==> src/rtl/cal_pkg.sv <==
// constants for the calendar and alarm register block
package cal_pkg;
   // register addresses on the device's internal register port
   localparam logic [7:0] ADDR_WEEKDAY  = 8'h08;
   localparam logic [7:0] ADDR_MONTH    = 8'h09;
   localparam logic [7:0] ADDR_YEAR     = 8'h0a;
   localparam logic [7:0] ADDR_SEC_ALM  = 8'h0b;
   localparam logic [7:0] ADDR_MIN_ALM  = 8'h0c;
   // reset values
   localparam logic [7:0] RST_WEEKDAY   = 8'h06;
   localparam logic [7:0] RST_MONTH     = 8'h01;
   localparam logic [7:0] RST_YEAR      = 8'h00;
   localparam logic [7:0] RST_ALARM     = 8'h80;
   // field layout
   localparam int         WEEKDAY_W     = 3;
   localparam int         MONTH_W       = 5;
   localparam int         ALM_VAL_W     = 7;
   localparam int         ALM_EN_BIT    = 7;
   localparam logic [2:0] WEEKDAY_MAX   = 3'h6;
   localparam logic [4:0] MONTH_FEB     = 5'h02;
   localparam logic [4:0] MONTH_DEC     = 5'h12;
   localparam logic [7:0] YEAR_MAX      = 8'h99;
endpackage

==> src/rtl/cal_bcd_inc.sv <==
// two-digit bcd incrementer with wrap
`timescale 1ns/10ps
module cal_bcd_inc #(
   parameter int W = 8
) (
   // operand
   input  wire logic [W-1:0] i_val,
   input  wire logic [W-1:0] i_max,
   input  wire logic [W-1:0] i_min,
   // result
   output logic      [W-1:0] o_val,
   output logic              o_wrap
);
   logic [7:0] v;
   logic [7:0] n;
   always_comb begin
      v = 8'(i_val);
      if (v[3:0] == 4'h9) begin
         n = {4'(v[7:4] + 4'h1), 4'h0};
      end else begin
         n = {v[7:4], 4'(v[3:0] + 4'h1)};
      end
      o_wrap = (i_val == i_max);
      o_val  = o_wrap ? i_min : n[W-1:0];
   end
endmodule // cal_bcd_inc

==> src/rtl/cal_month_len.sv <==
// last day of a month in bcd, leap years 2000 to 2099
`timescale 1ns/10ps
module cal_month_len (
   // calendar state
   input  wire logic [4:0] i_month,
   input  wire logic [7:0] i_year,
   // result
   output logic      [5:0] o_last_day
);
   logic leap;
   always_comb begin
      // bcd value divisible by four: tens even needs units 0/4/8, odd needs 2/6
      leap = i_year[4] ? (i_year[1:0] == 2'h2) : (i_year[1:0] == 2'h0);
      unique case (i_month)
         5'h02:                      o_last_day = leap ? 6'h29 : 6'h28;
         5'h04, 5'h06, 5'h09, 5'h11: o_last_day = 6'h30;
         default:                    o_last_day = 6'h31;
      endcase
   end
endmodule // cal_month_len

==> src/rtl/cal_regs.sv <==
// weekday, month, year counters and seconds/minutes alarm registers
// What this block does
// - weekday in bits 2:0, counts 0 to 6, upper bits read zero, resets to 6
// - month bcd in bits 4:0, 01 to 12, upper bits zero, resets to 01
// - year bcd in all eight bits, 00 to 99, resets to 00
// - leap february for every year divisible by four, 2000 to 2099
// - seconds alarm bit 7 is active-low enable, resets to one
// - seconds alarm match value bcd in bits 6:0, resets to zero
// - minutes alarm bit 7 is active-low enable, resets to one
// - minutes alarm match value bcd in bits 6:0, resets to zero
`timescale 1ns/10ps
module cal_regs (
   // clock and reset
   input  wire logic       i_clk,
   input  wire logic       i_rst,
   input  wire logic       i_ce,
   // internal register port
   input  wire logic [7:0] i_addr,
   input  wire logic       i_wr,
   input  wire logic [7:0] i_wdata,
   output logic      [7:0] o_rdata,
   output logic            o_hit,
   // from the date counter
   input  wire logic       i_day_roll,
   input  wire logic [5:0] i_date,
   // to the date counter and alarm compare
   output logic      [5:0] o_last_day,
   output logic      [2:0] o_weekday,
   output logic      [4:0] o_month,
   output logic      [7:0] o_year,
   output logic            o_sec_alm_en_n,
   output logic      [6:0] o_sec_alm_val,
   output logic            o_min_alm_en_n,
   output logic      [6:0] o_min_alm_val
);
   logic [2:0] weekday_r;
   logic [4:0] month_r;
   logic [7:0] year_r;
   logic [7:0] sec_alm_r;
   logic [7:0] min_alm_r;
   logic [4:0] month_nxt;
   logic [7:0] year_nxt;
   logic       month_wrap;
   logic       month_end;
   logic       wr_ok;

   assign wr_ok     = i_ce && i_wr;
   // software data is assumed valid bcd; no range guarding is spent here
   assign month_end = i_day_roll && (i_date == o_last_day);

   cal_month_len u_len (
      .i_month    (month_r),
      .i_year     (year_r),
      .o_last_day (o_last_day)
   );

   cal_bcd_inc #(.W(5)) u_month_inc (
      .i_val  (month_r),
      .i_max  (cal_pkg::MONTH_DEC),
      .i_min  (cal_pkg::RST_MONTH[4:0]),
      .o_val  (month_nxt),
      .o_wrap (month_wrap)
   );

   cal_bcd_inc #(.W(8)) u_year_inc (
      .i_val  (year_r),
      .i_max  (cal_pkg::YEAR_MAX),
      .i_min  (cal_pkg::RST_YEAR),
      .o_val  (year_nxt),
      .o_wrap ()
   );

   // weekday: software write wins over the rollover step in the same cycle
   always_ff @(posedge i_clk) begin
      if (i_rst) begin
         weekday_r <= cal_pkg::RST_WEEKDAY[2:0];
      end else if (i_ce) begin
         if (wr_ok && i_addr == cal_pkg::ADDR_WEEKDAY) begin
            weekday_r <= i_wdata[2:0];
         end else if (i_day_roll) begin
            weekday_r <= (weekday_r == cal_pkg::WEEKDAY_MAX) ? 3'h0
                         : 3'(weekday_r + 3'h1);
         end
      end
   end

   always_ff @(posedge i_clk) begin
      if (i_rst) begin
         month_r <= cal_pkg::RST_MONTH[4:0];
      end else if (i_ce) begin
         if (wr_ok && i_addr == cal_pkg::ADDR_MONTH) begin
            month_r <= i_wdata[4:0];
         end else if (month_end) begin
            month_r <= month_nxt;
         end
      end
   end

   always_ff @(posedge i_clk) begin
      if (i_rst) begin
         year_r <= cal_pkg::RST_YEAR;
      end else if (i_ce) begin
         if (wr_ok && i_addr == cal_pkg::ADDR_YEAR) begin
            year_r <= i_wdata;
         end else if (month_end && month_wrap) begin
            year_r <= year_nxt;
         end
      end
   end

   always_ff @(posedge i_clk) begin
      if (i_rst) begin
         sec_alm_r <= cal_pkg::RST_ALARM;
         min_alm_r <= cal_pkg::RST_ALARM;
      end else if (wr_ok) begin
         if (i_addr == cal_pkg::ADDR_SEC_ALM) begin
            sec_alm_r <= i_wdata;
         end
         if (i_addr == cal_pkg::ADDR_MIN_ALM) begin
            min_alm_r <= i_wdata;
         end
      end
   end

   // read mux; unused upper bits read zero
   always_comb begin
      o_hit   = 1'b1;
      o_rdata = 8'h00;
      unique case (i_addr)
         cal_pkg::ADDR_WEEKDAY: o_rdata = {5'h00, weekday_r};
         cal_pkg::ADDR_MONTH:   o_rdata = {3'h0, month_r};
         cal_pkg::ADDR_YEAR:    o_rdata = year_r;
         cal_pkg::ADDR_SEC_ALM: o_rdata = sec_alm_r;
         cal_pkg::ADDR_MIN_ALM: o_rdata = min_alm_r;
         default:               o_hit   = 1'b0;
      endcase
   end

   assign o_weekday      = weekday_r;
   assign o_month        = month_r;
   assign o_year         = year_r;
   assign o_sec_alm_en_n = sec_alm_r[cal_pkg::ALM_EN_BIT];
   assign o_sec_alm_val  = sec_alm_r[cal_pkg::ALM_VAL_W-1:0];
   assign o_min_alm_en_n = min_alm_r[cal_pkg::ALM_EN_BIT];
   assign o_min_alm_val  = min_alm_r[cal_pkg::ALM_VAL_W-1:0];

   // checks
   wday_reset_a: assert property (@(posedge i_clk) $fell(i_rst) |-> weekday_r == 3'h6)
      else $error("weekday not 6 after reset");
   wday_range_a: assert property (@(posedge i_clk) disable iff (i_rst)
      weekday_r == 3'h6 && i_ce && i_day_roll && !wr_ok |=> weekday_r == 3'h0)
      else $error("weekday did not wrap");
   month_reset_a: assert property (@(posedge i_clk) $fell(i_rst) |-> month_r == 5'h01)
      else $error("month not 01 after reset");
   year_reset_a: assert property (@(posedge i_clk) $fell(i_rst) |-> year_r == 8'h00)
      else $error("year not 00 after reset");
   feb_leap_a: assert property (@(posedge i_clk) disable iff (i_rst)
      month_r == 5'h02 && year_r == 8'h24 |-> o_last_day == 6'h29)
      else $error("leap february wrong");
   feb_plain_a: assert property (@(posedge i_clk) disable iff (i_rst)
      month_r == 5'h02 && year_r == 8'h23 |-> o_last_day == 6'h28)
      else $error("plain february wrong");
   year_wrap_a: assert property (@(posedge i_clk) disable iff (i_rst)
      i_ce && month_end && month_r == 5'h12 && year_r == 8'h99
      && !wr_ok |=> year_r == 8'h00 && month_r == 5'h01)
      else $error("year did not wrap");
   sec_en_rst_a: assert property (@(posedge i_clk) $fell(i_rst)
      |-> o_sec_alm_en_n && o_sec_alm_val == 7'h00)
      else $error("seconds alarm reset wrong");
   min_en_rst_a: assert property (@(posedge i_clk) $fell(i_rst)
      |-> o_min_alm_en_n && o_min_alm_val == 7'h00)
      else $error("minutes alarm reset wrong");
   sec_val_wr_a: assert property (@(posedge i_clk) disable iff (i_rst)
      wr_ok && i_addr == 8'h0b |=> o_sec_alm_val == $past(i_wdata[6:0]))
      else $error("seconds alarm value not stored");
   min_val_wr_a: assert property (@(posedge i_clk) disable iff (i_rst)
      wr_ok && i_addr == 8'h0c |=> o_min_alm_val == $past(i_wdata[6:0])
      && o_min_alm_en_n == $past(i_wdata[7]))
      else $error("minutes alarm not stored");
   sec_en_wr_a: assert property (@(posedge i_clk) disable iff (i_rst)
      wr_ok && i_addr == 8'h0b |=> o_sec_alm_en_n == $past(i_wdata[7]))
      else $error("seconds alarm enable not stored");
   wday_step_a: assert property (@(posedge i_clk) disable iff (i_rst)
      weekday_r < 3'h6 && i_ce && i_day_roll && !wr_ok
      |=> weekday_r == 3'($past(weekday_r) + 3'h1))
      else $error("weekday did not step");
   feb_step_a: assert property (@(posedge i_clk) disable iff (i_rst)
      i_ce && month_end && month_r == 5'h02 && !wr_ok |=> month_r == 5'h03)
      else $error("month did not leave february");
   // a stalled enable must hold every register, writes and rollovers alike
   ce_freeze_a: assert property (@(posedge i_clk) disable iff (i_rst)
      !i_ce |=> $stable(weekday_r) && $stable(month_r) && $stable(year_r)
      && $stable(sec_alm_r) && $stable(min_alm_r))
      else $error("state moved while clock enable low");
   hit_decode_a: assert property (@(posedge i_clk)
      o_hit == (i_addr >= 8'h08 && i_addr <= 8'h0c))
      else $error("register hit decode wrong");
endmodule // cal_regs

==> config.mk <==
export PLATFORM = sky130hd
export DESIGN_NAME = cal_regs
export DESIGN_NICKNAME = d
export VERILOG_FILES = /design/src/rtl/cal_pkg.sv /design/src/rtl/cal_bcd_inc.sv /design/src/rtl/cal_month_len.sv /design/src/rtl/cal_regs.sv
export SDC_FILE = /design/constraint.sdc
export NUM_CORES = 1
export LEC_CHECK = 0
export BUFFER_PORTS_ARGS = -buffer_cell sky130_fd_sc_hd__buf_2
export CELL_PAD_IN_SITES_DETAIL_PLACEMENT = 1
export CELL_PAD_IN_SITES_GLOBAL_PLACEMENT = 2
export CORE_MARGIN = 2
export CORE_UTILIZATION = 29
export CTS_CLUSTER_DIAMETER = 150
export DETAILED_ROUTE_END_ITERATION = 8
export GPL_TIMING_DRIVEN = 0
export PLACE_DENSITY_LB_ADDON = 0.1
export SYNTH_ARGS = -nofsm -noshare
export SYNTH_HDL_FRONTEND = slang
export SYNTH_SLANG_ARGS = --single-unit
==> constraint.sdc <==
create_clock -name i_clk -period 2.44 [get_ports i_clk]
set_clock_uncertainty 0.2 [all_clocks]
set_input_delay 0.122 -clock i_clk [delete_from_list [all_inputs] [get_ports i_clk]]
set_output_delay 0.122 -clock i_clk [all_outputs]
set_load 0.05 [all_outputs]
# Yosys cells after proc, flatten, opt, wreduce, memory -nomap -nowiden
# Index checks and enable logic that the tools add are counted.
# totals
reg_bits	32
latchBits	0
ramBits	0
mem_bits_ro	0
input_bits	27
out_inout_bits	47
word_cells	66
memories	0
# classes
add_sub_neg	5
mul	0
div_mod_pow	0
n_lt_le_gt_ge	0
n_eq_ne	17
shift	0
n_mux	16
bitwise	0
reduce_logical	21
# op_table
op	count
== test 8 x 4 -> 1 bit, second input constant	5
one-hot mux 8 bit (5 select lines)	1
two-way mux 8 bit	4
two-way mux 5 bit	4
adder 4 x 1 -> 4 bit, second input constant	3
one-hot mux 6 bit (2 select lines)	1
== test 5 x 3 -> 1 bit, second input constant	2
== test 5 bit, second input constant	2
AND reduction 2 bit	5
two-way mux 3 bit	3
== test 4 bit, second input constant	2
== test 8 bit, second input constant	1
== test 6 bit	1
logical AND 1 bit	6
AND reduction 3 bit	2
nonzero test 2 bit	3
nonzero test 3 bit	2
== test 5 x 2 -> 1 bit, second input constant	1
== test 5 x 4 -> 1 bit, second input constant	1
OR reduction 5 bit	1
OR reduction 4 bit	1
adder 3 x 1 -> 3 bit, second input constant	1
== test 3 bit, second input constant	1
two-way mux 1 bit	3
3 further kinds	3

# Depth between registers and ports, before layout
# logic_depth
word_depth	9
ltp_mapped	9

# Hierarchy
# Synthesis repeated with hierarchy kept, for this count alone.
# hier_totals
hier_cells	275
area_unflattened_um2	2403.6
# by_module_without_submodules
module	instances	cells_each	area_each_um2	seq_area_each_um2
cal_regs	1	197	1783.0	640.6
cal_bcd_inc at u_year_inc	1	38	320.3	0.0
cal_bcd_inc at u_month_inc	1	25	205.2	0.0
cal_month_len	1	15	95.1	0.0

# Worst setup path after synthesis
# Ideal clock, no wire load.
# synth_path
path_type	register to register
startpoint	register year_r[1] (netlist: o_year[1])
endpoint	register year_r[3] (netlist: o_year[3])
setup_ns	0.128
arrival_time_ns	2.253
slack_ns	-0.141
path_stages_with_launch	10
path_buffers	3
synth_period_minus_slack_ns	2.581
path_cell_list	dfxtp_1 -> clkbuf_1 -> xor2_1 -> o21a_4 -> or3_4 -> buf_6 -> and3_2 -> buf_2 -> a21oi_1 -> o41ai_1
# synth_via
elab_chain_cells	9
# synth_rtl
item	line	text
from (decl)	cal_regs.sv:38	logic [7:0] year_r;
from (signal assigned)	cal_regs.sv:101	year_r <= cal_pkg::RST_YEAR;
from (signal assigned)	cal_regs.sv:104	year_r <= i_wdata;
from (signal assigned)	cal_regs.sv:106	year_r <= year_nxt;
== test 2 bit / zero test 2 bit (equally long branches)	cal_month_len.sv:13	leap = i_year[4] ? (i_year[1:0] == 2'h2) : (i_year[1:0] == 2'h0);
two-way mux 1 bit	cal_month_len.sv:13	
two-way mux 1 bit	cal_month_len.sv:15	5'h02: o_last_day = leap ? 6'h29 : 6'h28;
one-hot mux 6 bit (2 select lines)	cal_month_len.sv:14	unique case (i_month)
== test 6 bit	cal_regs.sv:49	assign month_end = i_day_roll && (i_date == o_last_day);
logical AND 1 bit	cal_regs.sv:49	
logical AND 1 bit	cal_regs.sv:105	end else if (month_end && month_wrap) begin
nonzero test 2 bit (no source line)	-	
AND reduction 2 bit (no source line)	-	
# Several ways; a longest one is shown, not always the timed one. The select of a mux whose other input is x is not followed.
# A chain may end at the register's enable or synchronous reset.

# Final worst setup path
# layout_path
startpoint	register year_r[0] (netlist: o_year[0])
endpoint	register year_r[1] (netlist: o_year[1])
# The elaborated chain is that of the path after synthesis.

==> metrics.cfg <==
[sta]
finalSetupViolCount=0
worstMarginPinSlew_ns=0.653
timing.fmax_mhz=434
relSlewSlack_pct=56.3
hold_violations=0
setup_tns_ns=0
hold_ws_ns=0.0893
final.period_utilization_pct=94.5
slew_violations=0
fin_crit_ns=2.31
grt_setup_unrepaired=false

[drt]
dr_total_vias=2166
drc=0
dr.pass1.iters=4
wire_per_inst_um=16.7
routed_wl_um=7280
first_iter_violations=104
final_antenna_net_count=0
avgViaCountPerCell=4.97

[yosys]
synth_top_cell_by_area=dfxtp_1
netlist_instances=251
synth-main-ff-cell=dfxtp_1
yosysSeqAreaShare_pct=29.5
async_flop_share_pct=0
synth.area.top_cells=dfxtp_1, mux2i_1, nor2_1
ys_ff_latch=32
synth.most_common_cell=nor2_1
yosysWarningCount=0
synth.distinct_cells=59
ys_top_cells_by_count=nor2_1, dfxtp_1, mux2i_1
synth_edf_count=0
netlist_area_um2=2170
yosysTopAreaCellShare_pct=29.5
syn_area_per_cell_um2=8.64

[die]
dieArea_um2=8190
die_x_um=90.5
coreArea_um2=7250
row_count=31
die_y_um=90.5
start_util_pct=29.9
io_pins=74

[setup_path]
path_cells=clkbuf_1 -> o21a_4 -> or3_4 -> buf_6 -> and3_2 -> buf_4 -> a21oi_1 -> o41ai_2
worstPathMaxFanout=9
slowest_stage=or3_4
required_ns=2.40
rrSetupSlack_ns=0.13
crit_buf_inv=3
crit_family=compound AO/OA/AOI/OAI gates
path_class=flop to flop
endpoint_kind=flop
cp.arrival_ns=2.26
max_stage_delay_ns=0.36
worstSetupStartpointType=flop

[cts]
cts_buffer_depth=2
cts-htree-levels=2
clkSlewWorstSetupHoldPaths_ns=0.08
cts_buffers=5
clock-sinks=32
cts_tree=yes
clk_latency_ns=0.29
root_buffer=clkbuf_8

[finish]
layout-drive-gt1-share_pct=37.7
diodes=0
nNetsFinal=365
utilization_pct=40.0
syn_to_final_growth_pct=33.8

[power_and_ir_drop]
irDropWorstVdd_mv=0.233
leakagePower_nw=1.17
powerDensity_nw_per_um2=413

[global_routing]
grt_pass1_wl_um=11700
grt_pass1_vias=2183
grt_max_degree=12
grt-ovfl-total=0
grt_antenna_before_repair=0
track_usage_pct=18.0

[place]
hpwlAfterDp_um=5510
gp_congestion=0.772
portBuffers=68

[outcome]
status=complete, no violations

[min_path]
hp-class=input pin to flop

[run]
drv_cap=0

[registers in the layout, summed over array words and instances, names as in the netlist]
register / cells
o_weekday: 3
o_month: 5
sec_alm_r: 8
min_alm_r: 8
o_year: 8
[placed cells by master, fill, tap and decap left out, types with 2 or more instances in the layout]
| cell type | count |
|---|---|
| buf_2 | 70 |
| nor2_1 | 33 |
| dfxtp_1 | 26 |
| mux2i_1 | 17 |
| nand2_1 | 15 |
| o21ai_0 | 14 |
| buf_4 | 9 |
| inv_1 | 8 |
| nor2b_1 | 8 |
| a21oi_1 | 8 |
| dlygate4sd3_1 | 8 |
| clkbuf_1 | 7 |
| a22o_1 | 7 |
| nand3_1 | 6 |
| mux2_2 | 5 |
| clkbuf_8 | 5 |
| and2_1 | 4 |
| xnor2_1 | 4 |
| a211oi_1 | 4 |
| nand3b_1 | 4 |
| a311oi_1 | 4 |
| mux4_2 | 3 |
| xor2_1 | 3 |
| nor3b_1 | 3 |
| a31oi_1 | 3 |
| conb_1 | 3 |
| dfxtp_4 | 3 |
| dfxtp_2 | 3 |
| or4b_4 | 2 |
| nor3_2 | 2 |
| buf_1 | 2 |
| or3_4 | 2 |
| and3_1 | 2 |
| nand4_4 | 2 |
| a311oi_2 | 2 |
| nand2b_1 | 2 |
| a211o_1 | 2 |
| ha_1 | 2 |
[where the power goes]
group / switching, W / internal [W]
clock network: 0.000223 / 0.000302
registers: 0.00000761 / 0.000523
logic: 0.0000876 / 0.0000560
[logic make-up after synthesis]
kind of cell,share of synthesized area [%]
adder cells (fa/ha/maj),1.15
buffers and inverters,6.57
other,0.346
XOR/XNOR,2.83
AND/OR/NAND/NOR,26.9
AO/OA/AOI/OAI,19.1
flip-flops,29.5
multiplexers,13.6
[stage by stage]
stage	power, W	instance area, µm²	instances	setup WS, ns
3_3_place_gp	0.000677	2650	419	-0.0431
3_5_place_dp	0.000678	2650	419	-0.0518
2_1_floorplan	0.000624	2180	252	0.00290
5_1_grt	0.00124	2900	436	0.00299
4_1_cts	0.00122	2870	437	0.0162
6_report	0.00120	2900	436	0.134
[path summary, 6_finish.rpt]
check | start | end | cells after the start
worst max-delay path | o_year[0] | o_year[1] | 8
worst min-delay path | i_day_roll | o_weekday[1] | 5
worst max register to register | o_year[0] | o_year[1] | 8
worst min register to register | sec_alm_r[5] | sec_alm_r[5] | 2
[metal layers]
| layer | vias up | track usage, % | routed length, µm |
|---|---|---|---|
| li1 | 1069 | - | - |
| met1 | 1037 | 24.7 | 3510 |
| met2 | 51 | 28.8 | 3340 |
| met3 | 9 | 3.59 | 361 |
| met4 | 0 | 4.87 | 75 |
| met5 | - | 0 | 0 |
[area by class of cell]
type / instances / area, µm²
Buffer: 17 / 92.6
Clock buffer: 5 / 68.8
Clock inverter: 3 / 42.5
Fill cell: 920 / 4350
Inverter: 8 / 30.0
Multi-Input combinational cell: 192 / 1440
Sequential cell: 32 / 656
Tap cell: 99 / 124
Timing Repair Buffer: 80 / 450
[what timing repair did]
item | 4_1_cts | 5_1_grt
pin swaps | 2 | 11
gates resized for setup | 2 | 9
endpoints found under the setup margin | 4 | 10
hold buffers | 8 | 0
buffers inserted | 3 | 1
hold endpoints to repair | 24 | 0
[worst min-delay path, stage by stage]
cell and delay (ns):
buf_2 0.12, nand3_1 0.08, o211ai_1 0.08, o21ai_0 0.08, nand2b_1 0.06
Note: power is estimated with default switching activity, not from simulation.
